<file path="src/hdl/cei_regs.vh">
// Behaviour
// - falling edge sets flag when fall enable
// - disabled edge direction leaves flag unchanged
// - inverting codes 000-011 route pins 0-3
// - inverting code 110 routes reference buffer two
// - inverting code 111 routes analog ground
// - inverting codes 100, 101 leave input open
// - noninverting codes 000, 001 route pins 0, 1
// - noninverting code 101 routes converter output
// - noninverting code 110 routes reference buffer two
// - noninverting code 111 routes analog ground
// - noninverting codes 010-100 leave input open
// - unimplemented upper bits ignore writes, read zero
// - mirror bit k shows instance k result
`ifndef CEI_REGS_VH
`define CEI_REGS_VH

`define CEI_ADDR_W          8
`define CEI_DATA_W          8

// per instance block: instance k at k * stride
`define CEI_BLK_SHIFT       4
`define CEI_OFS_EDGE        4'h0
`define CEI_OFS_NSEL        4'h1
`define CEI_OFS_PSEL        4'h2

// shared registers
`define CEI_OFS_MIRROR      8'h80
`define CEI_OFS_STATUS      8'h81
`define CEI_OFS_CLEAR       8'h82
`define CEI_OFS_ENABLE      8'h83

// field positions
`define CEI_EDGE_FALL_BIT   0
`define CEI_EDGE_RISE_BIT   1
`define CEI_EDGE_W          2
`define CEI_SEL_W           3

// reset values
`define CEI_RST_EDGE        2'h0
`define CEI_RST_SEL         3'h0
`define CEI_RST_MIRROR      8'h00

// inverting selector codes
`define CEI_NSEL_PIN0       3'h0
`define CEI_NSEL_PIN1       3'h1
`define CEI_NSEL_PIN2       3'h2
`define CEI_NSEL_PIN3       3'h3
`define CEI_NSEL_FVR2       3'h6
`define CEI_NSEL_GND        3'h7

// noninverting selector codes
`define CEI_PSEL_PIN0       3'h0
`define CEI_PSEL_PIN1       3'h1
`define CEI_PSEL_DAC        3'h5
`define CEI_PSEL_FVR2       3'h6
`define CEI_PSEL_GND        3'h7

// route enable vector layouts
`define CEI_NROUTE_W        6
`define CEI_NROUTE_FVR2     4
`define CEI_NROUTE_GND      5
`define CEI_PROUTE_W        5
`define CEI_PROUTE_PIN0     0
`define CEI_PROUTE_PIN1     1
`define CEI_PROUTE_DAC      2
`define CEI_PROUTE_FVR2     3
`define CEI_PROUTE_GND      4

`endif

</file>
<file path="src/hdl/cei_sync2.v">
`timescale 1ns/100ps
module cei_sync2 #(
    parameter W = 2
) (
    input  wire         clk_i,
    input  wire         rst_b_i,
    input  wire [W-1:0] async_i,
    output wire [W-1:0] sync_o
);
    // first stage is read by the second stage only
    reg [W-1:0] meta_r;
    reg [W-1:0] sync_r;

    always @(posedge clk_i or negedge rst_b_i) begin
        if (!rst_b_i) begin
            meta_r <= {W{1'b0}};
            sync_r <= {W{1'b0}};
        end else begin
            meta_r <= async_i;
            sync_r <= meta_r;
        end
    end

    assign sync_o = sync_r;
endmodule

</file>
<file path="src/hdl/cei_edge_det.v">
`timescale 1ns/100ps
module cei_edge_det (
    input  wire clk_i,
    input  wire rst_b_i,
    input  wire level_i,
    input  wire rise_en_i,
    input  wire fall_en_i,
    output wire set_o
);
    reg prev_r;

    always @(posedge clk_i or negedge rst_b_i) begin
        if (!rst_b_i) begin
            prev_r <= 1'b0;
        end else begin
            prev_r <= level_i;
        end
    end

    // comparing two consecutive samples gives a pulse exactly one cycle long
    assign set_o = (rise_en_i & ~prev_r & level_i)
                 | (fall_en_i & prev_r & ~level_i);
endmodule

</file>
<file path="src/hdl/cei_top.v">
`timescale 1ns/100ps
`include "cei_regs.vh"
module cei_top #(
    parameter NUM_CMP = 2
) (
    input  wire                               clk_i,
    input  wire                               rst_b_i,
    // register port
    input  wire [`CEI_ADDR_W-1:0]             addr_i,
    input  wire [`CEI_DATA_W-1:0]             wdata_i,
    input  wire                               wr_i,
    input  wire                               rd_i,
    output wire [`CEI_DATA_W-1:0]             rdata_o,
    // comparator results, asynchronous to clk_i
    input  wire [NUM_CMP-1:0]                 comparator_result_bit_i,
    // analog route enables, one group per instance
    output wire [NUM_CMP*`CEI_NROUTE_W-1:0]   inverting_input_node_o,
    output wire [NUM_CMP*`CEI_PROUTE_W-1:0]   noninverting_input_node_o,
    // flags, result mirror and interrupt
    output wire [NUM_CMP-1:0]                 comparator_irq_flag_o,
    output wire [NUM_CMP-1:0]                 mirror_result_o,
    output wire                               irq_o
);
    reg  [`CEI_DATA_W-1:0]               rdata_r;
    reg  [`CEI_DATA_W-1:0]               rdata_nxt;
    reg  [NUM_CMP*`CEI_EDGE_W-1:0]       edge_en_r;
    reg  [NUM_CMP*`CEI_SEL_W-1:0]        nsel_r;
    reg  [NUM_CMP*`CEI_SEL_W-1:0]        psel_r;
    reg  [NUM_CMP*`CEI_NROUTE_W-1:0]     nroute_r;
    reg  [NUM_CMP*`CEI_PROUTE_W-1:0]     proute_r;
    reg  [NUM_CMP-1:0]                   flag_r;
    reg  [NUM_CMP-1:0]                   flag_nxt;
    reg  [NUM_CMP-1:0]                   ien_r;
    reg  [NUM_CMP-1:0]                   ien_nxt;
    reg  [NUM_CMP-1:0]                   mirror_r;
    reg                                  irq_r;
    wire [NUM_CMP-1:0]                   res_sync;
    wire [NUM_CMP-1:0]                   flag_set;
    wire [NUM_CMP*`CEI_DATA_W-1:0]       blk_rd;
    wire [NUM_CMP-1:0]                   blk_hit;
    wire [`CEI_DATA_W-1:0]               blk_rd_or;
    wire                                 clr_wr;
    wire                                 ien_wr;

    assign clr_wr = wr_i & (addr_i == `CEI_OFS_CLEAR);
    assign ien_wr = wr_i & (addr_i == `CEI_OFS_ENABLE);

    cei_sync2 #(
        .W (NUM_CMP)
    ) u_sync (
        .clk_i   (clk_i),
        .rst_b_i (rst_b_i),
        .async_i (comparator_result_bit_i),
        .sync_o  (res_sync)
    );

    genvar k;
    generate
        for (k = 0; k < NUM_CMP; k = k + 1) begin : g_cmp
            localparam integer BLK_I = k;
            localparam [`CEI_ADDR_W-`CEI_BLK_SHIFT-1:0] BLK = BLK_I[`CEI_ADDR_W-`CEI_BLK_SHIFT-1:0];
            wire       hit;
            wire       wr_edge;
            wire       wr_nsel;
            wire       wr_psel;
            wire [2:0] ncode;
            wire [2:0] pcode;
            reg  [`CEI_NROUTE_W-1:0] nroute_nxt;
            reg  [`CEI_PROUTE_W-1:0] proute_nxt;
            reg  [`CEI_DATA_W-1:0]   rd_word;

            assign hit     = (addr_i[`CEI_ADDR_W-1:`CEI_BLK_SHIFT] == BLK);
            assign wr_edge = wr_i & hit & (addr_i[`CEI_BLK_SHIFT-1:0] == `CEI_OFS_EDGE);
            assign wr_nsel = wr_i & hit & (addr_i[`CEI_BLK_SHIFT-1:0] == `CEI_OFS_NSEL);
            assign wr_psel = wr_i & hit & (addr_i[`CEI_BLK_SHIFT-1:0] == `CEI_OFS_PSEL);
            assign ncode   = nsel_r[k*`CEI_SEL_W +: `CEI_SEL_W];
            assign pcode   = psel_r[k*`CEI_SEL_W +: `CEI_SEL_W];

            // only the low field bits are stored; upper write bits are dropped
            always @(posedge clk_i or negedge rst_b_i) begin
                if (!rst_b_i) begin
                    edge_en_r[k*`CEI_EDGE_W +: `CEI_EDGE_W] <= `CEI_RST_EDGE;
                    nsel_r[k*`CEI_SEL_W +: `CEI_SEL_W]      <= `CEI_RST_SEL;
                    psel_r[k*`CEI_SEL_W +: `CEI_SEL_W]      <= `CEI_RST_SEL;
                end else begin
                    if (wr_edge) begin
                        edge_en_r[k*`CEI_EDGE_W +: `CEI_EDGE_W] <= wdata_i[`CEI_EDGE_W-1:0];
                    end
                    if (wr_nsel) begin
                        nsel_r[k*`CEI_SEL_W +: `CEI_SEL_W] <= wdata_i[`CEI_SEL_W-1:0];
                    end
                    if (wr_psel) begin
                        psel_r[k*`CEI_SEL_W +: `CEI_SEL_W] <= wdata_i[`CEI_SEL_W-1:0];
                    end
                end
            end

            cei_edge_det u_edge (
                .clk_i     (clk_i),
                .rst_b_i   (rst_b_i),
                .level_i   (res_sync[k]),
                .rise_en_i (edge_en_r[k*`CEI_EDGE_W + `CEI_EDGE_RISE_BIT]),
                .fall_en_i (edge_en_r[k*`CEI_EDGE_W + `CEI_EDGE_FALL_BIT]),
                .set_o     (flag_set[k])
            );

            // at most one route closes at a time; open codes close none
            always @* begin
                nroute_nxt = {`CEI_NROUTE_W{1'b0}};
                case (ncode)
                    `CEI_NSEL_PIN0: nroute_nxt[0] = 1'b1;
                    `CEI_NSEL_PIN1: nroute_nxt[1] = 1'b1;
                    `CEI_NSEL_PIN2: nroute_nxt[2] = 1'b1;
                    `CEI_NSEL_PIN3: nroute_nxt[3] = 1'b1;
                    `CEI_NSEL_FVR2: nroute_nxt[`CEI_NROUTE_FVR2] = 1'b1;
                    `CEI_NSEL_GND:  nroute_nxt[`CEI_NROUTE_GND] = 1'b1;
                    default:        nroute_nxt = {`CEI_NROUTE_W{1'b0}};
                endcase
            end

            always @* begin
                proute_nxt = {`CEI_PROUTE_W{1'b0}};
                case (pcode)
                    `CEI_PSEL_PIN0: proute_nxt[`CEI_PROUTE_PIN0] = 1'b1;
                    `CEI_PSEL_PIN1: proute_nxt[`CEI_PROUTE_PIN1] = 1'b1;
                    `CEI_PSEL_DAC:  proute_nxt[`CEI_PROUTE_DAC] = 1'b1;
                    `CEI_PSEL_FVR2: proute_nxt[`CEI_PROUTE_FVR2] = 1'b1;
                    `CEI_PSEL_GND:  proute_nxt[`CEI_PROUTE_GND] = 1'b1;
                    default:        proute_nxt = {`CEI_PROUTE_W{1'b0}};
                endcase
            end

            // registered so switches see no decode glitches
            always @(posedge clk_i or negedge rst_b_i) begin
                if (!rst_b_i) begin
                    nroute_r[k*`CEI_NROUTE_W +: `CEI_NROUTE_W] <= {`CEI_NROUTE_W{1'b0}};
                    proute_r[k*`CEI_PROUTE_W +: `CEI_PROUTE_W] <= {`CEI_PROUTE_W{1'b0}};
                end else begin
                    nroute_r[k*`CEI_NROUTE_W +: `CEI_NROUTE_W] <= nroute_nxt;
                    proute_r[k*`CEI_PROUTE_W +: `CEI_PROUTE_W] <= proute_nxt;
                end
            end

            always @* begin
                rd_word = {`CEI_DATA_W{1'b0}};
                if (hit) begin
                    case (addr_i[`CEI_BLK_SHIFT-1:0])
                        `CEI_OFS_EDGE: rd_word[`CEI_EDGE_W-1:0] = edge_en_r[k*`CEI_EDGE_W +: `CEI_EDGE_W];
                        `CEI_OFS_NSEL: rd_word[`CEI_SEL_W-1:0]  = ncode;
                        `CEI_OFS_PSEL: rd_word[`CEI_SEL_W-1:0]  = pcode;
                        default:       rd_word = {`CEI_DATA_W{1'b0}};
                    endcase
                end
            end

            assign blk_rd[k*`CEI_DATA_W +: `CEI_DATA_W] = rd_word;
            assign blk_hit[k] = hit;
        end
    endgenerate

    // or-reduce the per instance read words; at most one is non-zero
    genvar b;
    generate
        for (b = 0; b < `CEI_DATA_W; b = b + 1) begin : g_rdor
            wire [NUM_CMP-1:0] col;
            genvar j;
            for (j = 0; j < NUM_CMP; j = j + 1) begin : g_col
                assign col[j] = blk_rd[j*`CEI_DATA_W + b];
            end
            assign blk_rd_or[b] = |col;
        end
    endgenerate

    // a set in the same cycle as its clear wins, so no edge is lost
    always @* begin
        flag_nxt = flag_r & ~({NUM_CMP{clr_wr}} & wdata_i[NUM_CMP-1:0]);
        flag_nxt = flag_nxt | flag_set;
    end

    // irq follows an enable written in the same cycle, not one cycle later
    always @* begin
        ien_nxt = ien_r;
        if (ien_wr) begin
            ien_nxt = wdata_i[NUM_CMP-1:0];
        end
    end

    always @(posedge clk_i or negedge rst_b_i) begin
        if (!rst_b_i) begin
            flag_r   <= {NUM_CMP{1'b0}};
            ien_r    <= {NUM_CMP{1'b0}};
            mirror_r <= {NUM_CMP{1'b0}};
            irq_r    <= 1'b0;
        end else begin
            flag_r   <= flag_nxt;
            mirror_r <= res_sync;
            ien_r    <= ien_nxt;
            // flags only reach the interrupt line once software enables them
            irq_r    <= |(flag_nxt & ien_nxt);
        end
    end

    always @* begin
        rdata_nxt = {`CEI_DATA_W{1'b0}};
        if (rd_i) begin
            case (addr_i)
                `CEI_OFS_MIRROR: rdata_nxt[NUM_CMP-1:0] = mirror_r;
                `CEI_OFS_STATUS: rdata_nxt[NUM_CMP-1:0] = flag_r;
                `CEI_OFS_ENABLE: rdata_nxt[NUM_CMP-1:0] = ien_r;
                default: begin
                    if (|blk_hit) begin
                        rdata_nxt = blk_rd_or;
                    end else begin
                        rdata_nxt = {`CEI_DATA_W{1'b0}};
                    end
                end
            endcase
        end
    end

    // read data live only in the cycle after the strobe
    always @(posedge clk_i or negedge rst_b_i) begin
        if (!rst_b_i) begin
            rdata_r <= `CEI_RST_MIRROR;
        end else begin
            rdata_r <= rdata_nxt;
        end
    end

    assign rdata_o                   = rdata_r;
    assign inverting_input_node_o    = nroute_r;
    assign noninverting_input_node_o = proute_r;
    assign comparator_irq_flag_o     = flag_r;
    assign mirror_result_o           = mirror_r;
    assign irq_o                     = irq_r;
endmodule

</file>
<file path="config.mk">
export PLATFORM = sky130hd
export DESIGN_NAME = cei_top
export DESIGN_NICKNAME = d
export VERILOG_FILES = /design/src/hdl/cei_sync2.v /design/src/hdl/cei_edge_det.v /design/src/hdl/cei_top.v
export VERILOG_INCLUDE_DIRS = /design/src /design/src/hdl
export SDC_FILE = /design/constraint.sdc
export NUM_CORES = 1
export LEC_CHECK = 0
export BUFFER_PORTS_ARGS = -buffer_cell sky130_fd_sc_hd__buf_2
export CAP_MARGIN = 10
export CORE_ASPECT_RATIO = 1.75
export CORE_MARGIN = 2
export CORE_UTILIZATION = 50
export DETAILED_ROUTE_END_ITERATION = 7
export PLACE_DENSITY_LB_ADDON = 0.12
export SYNTH_ARGS = -nofsm -noshare
export SYNTH_HDL_FRONTEND = slang
export SYNTH_SLANG_ARGS = --single-unit
</file>
<file path="constraint.sdc">
create_clock -name clk_i -period 1.85 [get_ports clk_i]
set_input_delay 0.37 -clock clk_i [delete_from_list [all_inputs] [get_ports clk_i]]
set_output_delay 0.37 -clock clk_i [all_outputs]
set_load 0.01 [all_outputs]
</file>
==> flow_summary.yaml, run 1 <==
final_layout:
  diodes: 0
  area_growth_pct: 16.5
  final_util: 0.607
  nFillCells: 376
  final_nets: 245
  drive_gt1_frac: 0.404
worst_setup_path:
  cp-start-kind: "input pin"
  critPathMaxFanout: 12
  rr_startpoint: "g_cmp[0].pcode[0]$_DFFE_PN0P_"
  arrival_ns: 1.66
  setup.worst_path.class: "in2reg"
  crit_path_start: "addr_i[1]"
  required_ns: 2.04
  endpoint_kind: "flop"
global_routing:
  grt_max_degree: 34
  grt_usage: 0.193
  grt_pass1_vias: 1637
  antenna_found_initial: 0
  grt-ovfl-total: 0
  grt_pass1_wl_um: 7650
clock_network:
  clk_pin_slew_ns: 0.09
  cts_setup_buffers: 0
  cts_buffers: 5
  hold_buffers: 0
  clock_sinks: 52
  cts_resized: 0
  cts_tree: "built"
  clock_latency_ns: 0.30
  cts_max_path_buffers: 2
  h-tree-depth: 2
  cts-root-buf: "clkbuf_8"
synthesis:
  syn_avg_cell_area_um2: 13.2
  yosysMostFrequentCell: "dfrtp_1"
  synth-seq-cells: 52
  seq_area_frac_synth: 0.567
  synth.area.top_cells: "dfrtp_1 (57%), mux2_2 (7.9%), buf_4 (2.6%), mux2_1 (2.0%), nand2_1 (2.0%)"
  synthCells: 174
  ys.flop_type: "dfrtp_1"
  yosys.area.top_type: "dfrtp_1"
  netlist_top_cells_count: "dfrtp_1 (52), mux2_2 (16), nand2_1 (12)"
  synth_area_mm2: 0.00229
  yosysUniqueCellTypes: 45
  async_reset_ff_frac: 1.00
  yosysTopAreaCellShare: 0.567
  synth_edf_count: 0
  yosys_warnings: 0
route:
  ant_nets: 0
  wl_um: 4520
  dr.pass1.iters: 4
  drt-initial-drc-count: 30
  drc: 0
  vias_per_cell: 5.60
  vias: 1534
  wl_per_cell_um: 16.5
timing:
  setup_viol: 0
  hold_slack_ns: 0.0124
  hold_viol: 0
  fin_crit_ns: 1.47
  setup_tns_ns: 0
  rsz0062_at_grt: "no"
  fin_worst_skew_ns: 0.00550
  fmax_mhz: 681
  period_share: 0.793
  finalMaxSlewViolations: 0
placement:
  port-buffer-count: 46
  gp_congestion: 0.919
  dp_hpwl_um: 3420
pwr:
  clockPowerShare: 0.367
  p_leak_nw: 1.35
  sequentialPowerShare: 0.525
  ir_drop_mv: 0.534
  power_frac_comb: 0.108
  p_sw_uw: 535
  p_int_mw: 1.84
  sw_frac_of_total: 0.225
  p_per_area_mw_per_mm2: 888
floorplan:
  coreArea_mm2: 0.00440
  io_pins: 57
  start_util: 0.521
  rows: 32
  die_y_um: 93.6
  fp.dieW_um: 55.2
  die-area_mm2: 0.00517
job:
  cap_violations: 0
run_status:
  status: "completed"
min_path:
  hold_class: "in2async"
==> path summary, 6_finish.rpt <==
path	end	slack, ns	depth (start not counted)
worst max register to register	rdata_o[0]$_DFF_PN0_	0.42	4
worst max-delay path	irq_o$_DFF_PN0_	0.38	5
worst min-delay path	noninverting_input_node_o[9]$_DFF_PN0_	0.01	1
min in group clk_i	u_sync.meta_r[0]$_DFF_PN0_	0.17	1
max in group asynchronous	g_cmp[0].pcode[1]$_DFFE_PN0P_	1.31	2
worst min register to register	u_sync.sync_o[1]$_DFF_PN0_	0.36	0
==> cells in the final DEF, fill, tap and decap left out, types with 3 or more instances in the layout <==
cell type  instances
dfrtp_1           52
buf_2             46
mux2_2            16
nand2_1           12
nor2_1             8
and3_1             7
nor3b_1            6
nor3_1             5
conb_1             5
clkbuf_8           5
a22oi_1            4
mux2_1             4
nand3b_1           3
o21ai_0            3
nand3_1            3
==> layer usage <==
metal / vias up / part of all wire / GRT usage / wire length, um
met1: 751 / 0.37 / 0.207 / 1660
li1: 717 / - / - / -
met3: 13 / 0.048 / 0.0387 / 219
met2: 53 / 0.56 / 0.344 / 2520
met5: - / 0 / 0 / 0
met4: 0 / 0.026 / 0.114 / 117
==> through the flow <==
step | setup WS, ns | power (mW) | area [um2] | std cells
after floorplan | 0.307 | 1.41 | 2310 | 178
after global placement | 0.130 | 1.52 | 2540 | 267
after detailed placement | 0.0956 | 1.53 | 2540 | 267
after CTS | 0.402 | 2.41 | 2670 | 274
after global routing | 0.294 | 2.48 | 2670 | 274
final | 0.382 | 2.37 | 2670 | 274
==> flip-flops by register name (all words and copies together), names as in the netlist <==
register                   count
inverting_input_node_o        12
edge_en_r                      4
irq_o                          1
noninverting_input_node_o     10
u_sync.sync_o                  2
u_sync.meta_r                  2
ien_r                          2
comparator_irq_flag_o          2
rdata_o                        3
g_cmp.pcode                    6
g_cmp.ncode                    6
mirror_result_o                2
==> cell families (layout without fill, tap and decap cells) <==
logic type,after synthesis,count (layout),share of synthesized area
buffers and inverters,13,58,0.0442
flip-flops,52,52,0.567
multiplexers,23,23,0.116
AO/OA/AOI/OAI,21,21,0.0725
other,1,5,0.00163
AND/OR/NAND/NOR,64,64,0.199
==> cell type report <==
class | instances | area (um2) | share of cell area
flip-flops and latches | 52 | 1300 | 0.487
inverters | 2 | 7.51 | 0.00281
well taps | 51 | 63.8 | 0.0239
multi-input cells | 113 | 907 | 0.339
clock buffers | 5 | 68.8 | 0.0257
repair buffers | 49 | 265 | 0.0992
clock inverters | 2 | 60.1 | 0.0225
==> critical path, stage by stage <==
cell	delay, ns
buf_2	0.26
nor4b_2	0.44
nand4_1	0.14
a21o_1	0.22
a22o_1	0.23
==> power by group through the flow <==
stage          clock network [mW]  registers [mW]  logic [mW]
3_3_place_gp                    0            1.26       0.251
6_report                    0.871            1.25       0.256
3_5_place_dp                    0            1.27       0.258
4_1_cts                     0.899            1.25       0.260
2_1_floorplan                   0            1.28       0.131
5_1_grt                     0.941            1.26       0.284
Power figures use the tool's default switching activity.
==> inputs of run 2 (changes only) <==
==> constraint.sdc (replaced) <==
create_clock -name clk_i -period 1.5 [get_ports clk_i]
set_input_delay 0.3 -clock clk_i [delete_from_list [all_inputs] [get_ports clk_i]]
set_output_delay 0.3 -clock clk_i [all_outputs]
set_load 0.01 [all_outputs]
==> flow_summary.yaml, run 2 (same netlist as run 1, synthesis figures left out) <==
clock_network:
  cts_tree: "built"
  cts-root-buf: "clkbuf_8"
  clock_sinks: 52
  cts_buffers: 5
  h-tree-depth: 2
  cts_max_path_buffers: 2
  clk_pin_slew_ns: 0.09
  clock_latency_ns: 0.31
  cts_setup_buffers: 0
placement:
  port-buffer-count: 46
  dp_hpwl_um: 3460
  gp_congestion: 0.881
  placed_area_mm2: 0.00268
floorplan:
  die_y_um: 93.6
  io_pins: 57
  coreArea_mm2: 0.00440
  die-area_mm2: 0.00517
  fp.dieW_um: 55.2
  rows: 32
  start_util: 0.521
global_routing:
  grt_pass1_vias: 1628
  antenna_found_initial: 0
  grt_pass1_wl_um: 7660
  grt_max_degree: 53
  grt_usage: 0.194
  grt-ovfl-total: 0
job:
  cap_violations: 0
route:
  dr.pass1.iters: 4
  wl_per_cell_um: 15.6
  drc: 0
  ant_nets: 0
  vias: 1593
  drt-initial-drc-count: 44
  wl_um: 4580
  vias_per_cell: 5.42
min_path:
  holdPathEnd: "u_sync.meta_r[1]$_DFF_PN0_"
  hold_class: "in2reg"
  worstHoldPathCells: 1
  hold_path.startpoint: "comparator_result_bit_i[1]"
worst_setup_path:
  critPathBufInv: 0
  cp-start-kind: "flop"
  cp_slowest_cell: "dfrtp_1"
  reg2reg_slack_ns: 0.09
  r2r_end: "rdata_o[0]$_DFF_PN0_"
  arrival_ns: 1.61
  r2r_cells: 4
  rr_startpoint: "edge_en_r[0]$_DFFE_PN0P_"
  critPathMaxStageDelay_ns: 0.40
  path_cells: "mux2_2 -> a221oi_1 -> a211oi_1 -> o221a_1"
  critPathMaxFanout: 3
  critPathTopFamily: "compound AO/OA/AOI/OAI gates"
  setup.worst_path.class: "reg2reg"
  required_ns: 1.70
  endpoint_kind: "flop"
pwr:
  total_power_mw: 2.87
  ir_drop_mv: 0.813
  p_leak_nw: 1.44
  p_per_area_mw_per_mm2: 1020
final_layout:
  layout_common_cells: "dfrtp_1 (52), buf_2 (46), buf_4 (20), mux2_2 (16), nand2_1 (12)"
  diodes: 0
  largest_register_ffs: 12
  final_common_cell: "dfrtp_1"
  drive_gt1_frac: 0.449
  final_util: 0.638
  final_cell_area_mm2: 0.00281
  final_nets: 264
  area_growth_pct: 22.5
  nFillCells: 339
  seqCellArea_mm2: 0.00130
  multi_input_area_um2: 907
timing:
  hold_viol: 0
  fin_worst_skew_ns: 0.00776
  fin_crit_ns: 1.41
  hold_slack_ns: 0.0990
  setup_viol: 0
  period_share: 0.940
  fmax_mhz: 709
  rsz0062_at_grt: "no"
  finalMaxSlewViolations: 0
run_status:
  status: "completed"
[run 2: metal layers]
metal,vias to the layer above,wire [um],global-route usage
met2,67,2570,0.358
met4,0,167,0.0976
met3,14,225,0.0332
met5,-,0,0
li1,753,-,-
met1,759,1620,0.209
[run 2: final cells by class]
type                    instances  area share
multi-input cells             113       0.323
inverters                       2     0.00267
repair buffers                 68       0.146
flip-flops and latches         52       0.463
clock buffers                   6      0.0294
well taps                      51      0.0227
clock inverters                 2      0.0138
[run 2: worst max-delay path by stage]
stage,slack [ns],endpoint,depth (start not counted),start
after global routing,0.03,rdata_o[0]$_DFF_PN0_,4,edge_en_r[0]$_DFFE_PN0P_
after global placement,-0.11,rdata_o[0]$_DFF_PN0_,5,addr_i[1]
after CTS,0.07,rdata_o[0]$_DFF_PN0_,4,edge_en_r[0]$_DFFE_PN0P_
final,0.09,rdata_o[0]$_DFF_PN0_,4,edge_en_r[0]$_DFFE_PN0P_
after detailed placement,-0.15,rdata_o[0]$_DFF_PN0_,5,addr_i[1]
after floorplan,0.03,irq_o$_DFF_PN0_,5,addr_i[4]
[run 2: repair_timing]
item | 4_1_cts | 5_1_grt
hold buffers | 1 | 0
resized for setup | 0 | 0
endpoints found under the hold margin | 52 | 0
[run 2: per-stage QoR]
step / cells / setup TNS (ns) / worst slack (ns)
global placement: 285 / -0.582 / -0.110
global route: 294 / 0 / 0.0260
detailed placement: 285 / -0.880 / -0.154
CTS: 294 / 0 / 0.0746
finish: 294 / 0 / 0.0901
floorplan: 178 / 0 / 0.0267
[run 2: worst reg2reg max path, cell delays in order, from the launching register on]
cell and delay, ns:
dfrtp_1 0.40, mux2_2 0.28, a221oi_1 0.28, a211oi_1 0.09
o221a_1 0.25
[run 2: report_power, final]
| group | total [mW] | switching [mW] | internal (mW) |
|---|---|---|---|
| Clock | 0.984 | 0.439 | 0.545 |
| Combinational | 0.350 | 0.188 | 0.162 |
| Sequential | 1.54 | 0.0585 | 1.48 |
| Total | 2.87 | 0.685 | 2.18 |
==> inputs of run 3 (changes only) <==
--- a/config.mk
+++ b/config.mk
@@ -8,10 +8,10 @@
 export LEC_CHECK = 0
 export BUFFER_PORTS_ARGS = -buffer_cell sky130_fd_sc_hd__buf_2
 export CAP_MARGIN = 10
-export CORE_ASPECT_RATIO = 1.75
 export CORE_MARGIN = 2
 export CORE_UTILIZATION = 50
 export DETAILED_ROUTE_END_ITERATION = 7
+export MAX_ROUTING_LAYER = met4
 export PLACE_DENSITY_LB_ADDON = 0.12
 export SYNTH_ARGS = -nofsm -noshare
 export SYNTH_HDL_FRONTEND = slang
==> flow_summary.yaml, run 3 (same netlist as run 1, synthesis figures left out) <==
worst_setup_path:
  required_ns: 1.69
  cp-start-kind: "flop"
  path_cells: "mux2_2 -> a22oi_1 -> a211oi_1 -> o221a_1"
  critPathMaxFanout: 7
  endpoint_kind: "flop"
  cp_slowest_cell: "dfrtp_1"
  rr_startpoint: "g_cmp[1].pcode[0]$_DFFE_PN0P_"
  critPathMaxStageDelay_ns: 0.46
  r2r_cells: 4
  crit_path_start: "g_cmp[1].pcode[0]$_DFFE_PN0P_"
  critPathBufInv: 0
  r2r_end: "rdata_o[0]$_DFF_PN0_"
  setup.worst_path.class: "reg2reg"
  critPathTopFamily: "compound AO/OA/AOI/OAI gates"
  cp-endpoint: "rdata_o[0]$_DFF_PN0_"
  reg2reg_slack_ns: 0.11
  arrival_ns: 1.58
  cp.depth: 4
route:
  drc: 0
  wl_per_cell_um: 15.7
  drt-initial-drc-count: 126
  vias: 1601
  vias_per_cell: 5.39
  dr.pass1.iters: 4
  ant_nets: 0
  wl_um: 4660
pwr:
  clockPowerShare: 0.291
  p_sw_uw: 694
  p_per_area_mw_per_mm2: 952
  power_frac_comb: 0.134
  p_int_mw: 1.98
  p_leak_nw: 1.44
  sw_frac_of_total: 0.260
  sequentialPowerShare: 0.575
  ir_drop_mv: 0.599
placement:
  port-buffer-count: 46
  gp_congestion: 0.883
  dp_hpwl_um: 3530
  placedCellCount: 288
timing:
  hold_slack_ns: 0.100
  fin_worst_skew_ns: 0.00727
  setup_viol: 0
  period_share: 0.925
  rsz0062_at_grt: "no"
  fmax_mhz: 721
  fin_crit_ns: 1.39
  finalMaxSlewViolations: 0
  hold_viol: 0
clock_network:
  clock_latency_ns: 0.30
  clock_sinks: 52
  cts_tree: "built"
  cts-root-buf: "clkbuf_8"
  cts_buffers: 5
  cts_max_path_buffers: 2
  h-tree-depth: 2
  clk_pin_slew_ns: 0.10
  cts_resized: 0
global_routing:
  grt_pass1_vias: 1598
  antenna_found_initial: 0
  grt_max_degree: 35
  grt_pass1_wl_um: 7650
  grt-ovfl-total: 0
  grt_usage: 0.199
final_layout:
  diodes: 0
  nFillCells: 357
  largest_register_ffs: 12
  final_util: 0.640
  drive_gt1_frac: 0.449
  layout_common_cells: "dfrtp_1 (52), buf_2 (46), buf_4 (21), mux2_2 (16), nand2_1 (12)"
  final_common_cell: "dfrtp_1"
  fin_cells: 297
  final_nets: 266
  area_growth_pct: 22.4
floorplan:
  rows: 24
  fp.dieW_um: 71.7
  io_pins: 57
  start_util: 0.523
  coreArea_mm2: 0.00438
  die-area_mm2: 0.00515
  die_y_um: 71.7
min_path:
  hold_class: "in2reg"
run_status:
  status: "completed"
job:
  cap_violations: 0
[run 3: cell types whose count changed in the layout (fill, tap and decap cells not counted)]
cell and change:
bufinv_16 -1, clkinvlp_4 +1, clkbuf_8 -1, clkbuf_1 +1, buf_4 +1, buf_12 +1
[run 3: power groups by stage]
stage               Sequential, mW  Combinational, mW  Clock [mW]
global route                  1.55              0.388       0.865
detailed placement            1.57              0.358           0
global placement              1.56              0.347           0
finish                        1.54              0.357       0.777
CTS                           1.54              0.362       0.804
floorplan                     1.58              0.161           0
[run 3: routing by layer]
metal  global-route usage  vias to the layer above  wire length, um
met5                    -                        -                0
met4               0.0755                        0               75
met3               0.0408                        8              230
met2                0.314                       55             2310
met1                0.255                      782             2040
li1                     -                      756                -
[run 3: stage by stage]
step	setup TNS (ns)	worst slack [ns]	cell area, um2	power (mW)
final	0	0.112	2810	2.67
after global routing	0	0.0622	2810	2.80
after CTS	0	0.109	2810	2.70
after detailed placement	-0.840	-0.130	2710	1.92
after global placement	-0.451	-0.0788	2710	1.91
after floorplan	0	0.0267	2310	1.74
[run 3: cell type report]
cell class              instances  area, um2  share of cell area
inverters                       2       7.51             0.00267
multi-input cells             113        907               0.323
clock buffers                   6       72.6              0.0258
repair buffers                 70        438               0.156
flip-flops and latches         52       1300               0.463
well taps                      52       65.1              0.0232
clock inverters                 2       16.3             0.00579
[run 3: how the worst min path moves through the flow]
stage                               start                                    to  slack, ns  depth (start not counted)
2_1_floorplan                     rst_b_i    comparator_irq_flag_o[0]$_DFF_PN0_      0.004                          0
3_3_place_gp                      rst_b_i  inverting_input_node_o[11]$_DFF_PN0_       0.25                          1
3_5_place_dp                      rst_b_i  inverting_input_node_o[11]$_DFF_PN0_       0.27                          1
4_1_cts        comparator_result_bit_i[1]            u_sync.meta_r[1]$_DFF_PN0_       0.09                          1
5_1_grt        comparator_result_bit_i[1]            u_sync.meta_r[1]$_DFF_PN0_       0.09                          1
6_report       comparator_result_bit_i[1]            u_sync.meta_r[1]$_DFF_PN0_       0.10                          1
[run 3: repair_timing]
| action | CTS | global route |
|---|---|---|
| setup buffers | 0 | 0 |
| setup endpoints to repair | 0 | 0 |
| hold buffers | 1 | 0 |
| endpoints found under the hold margin | 18 | 0 |
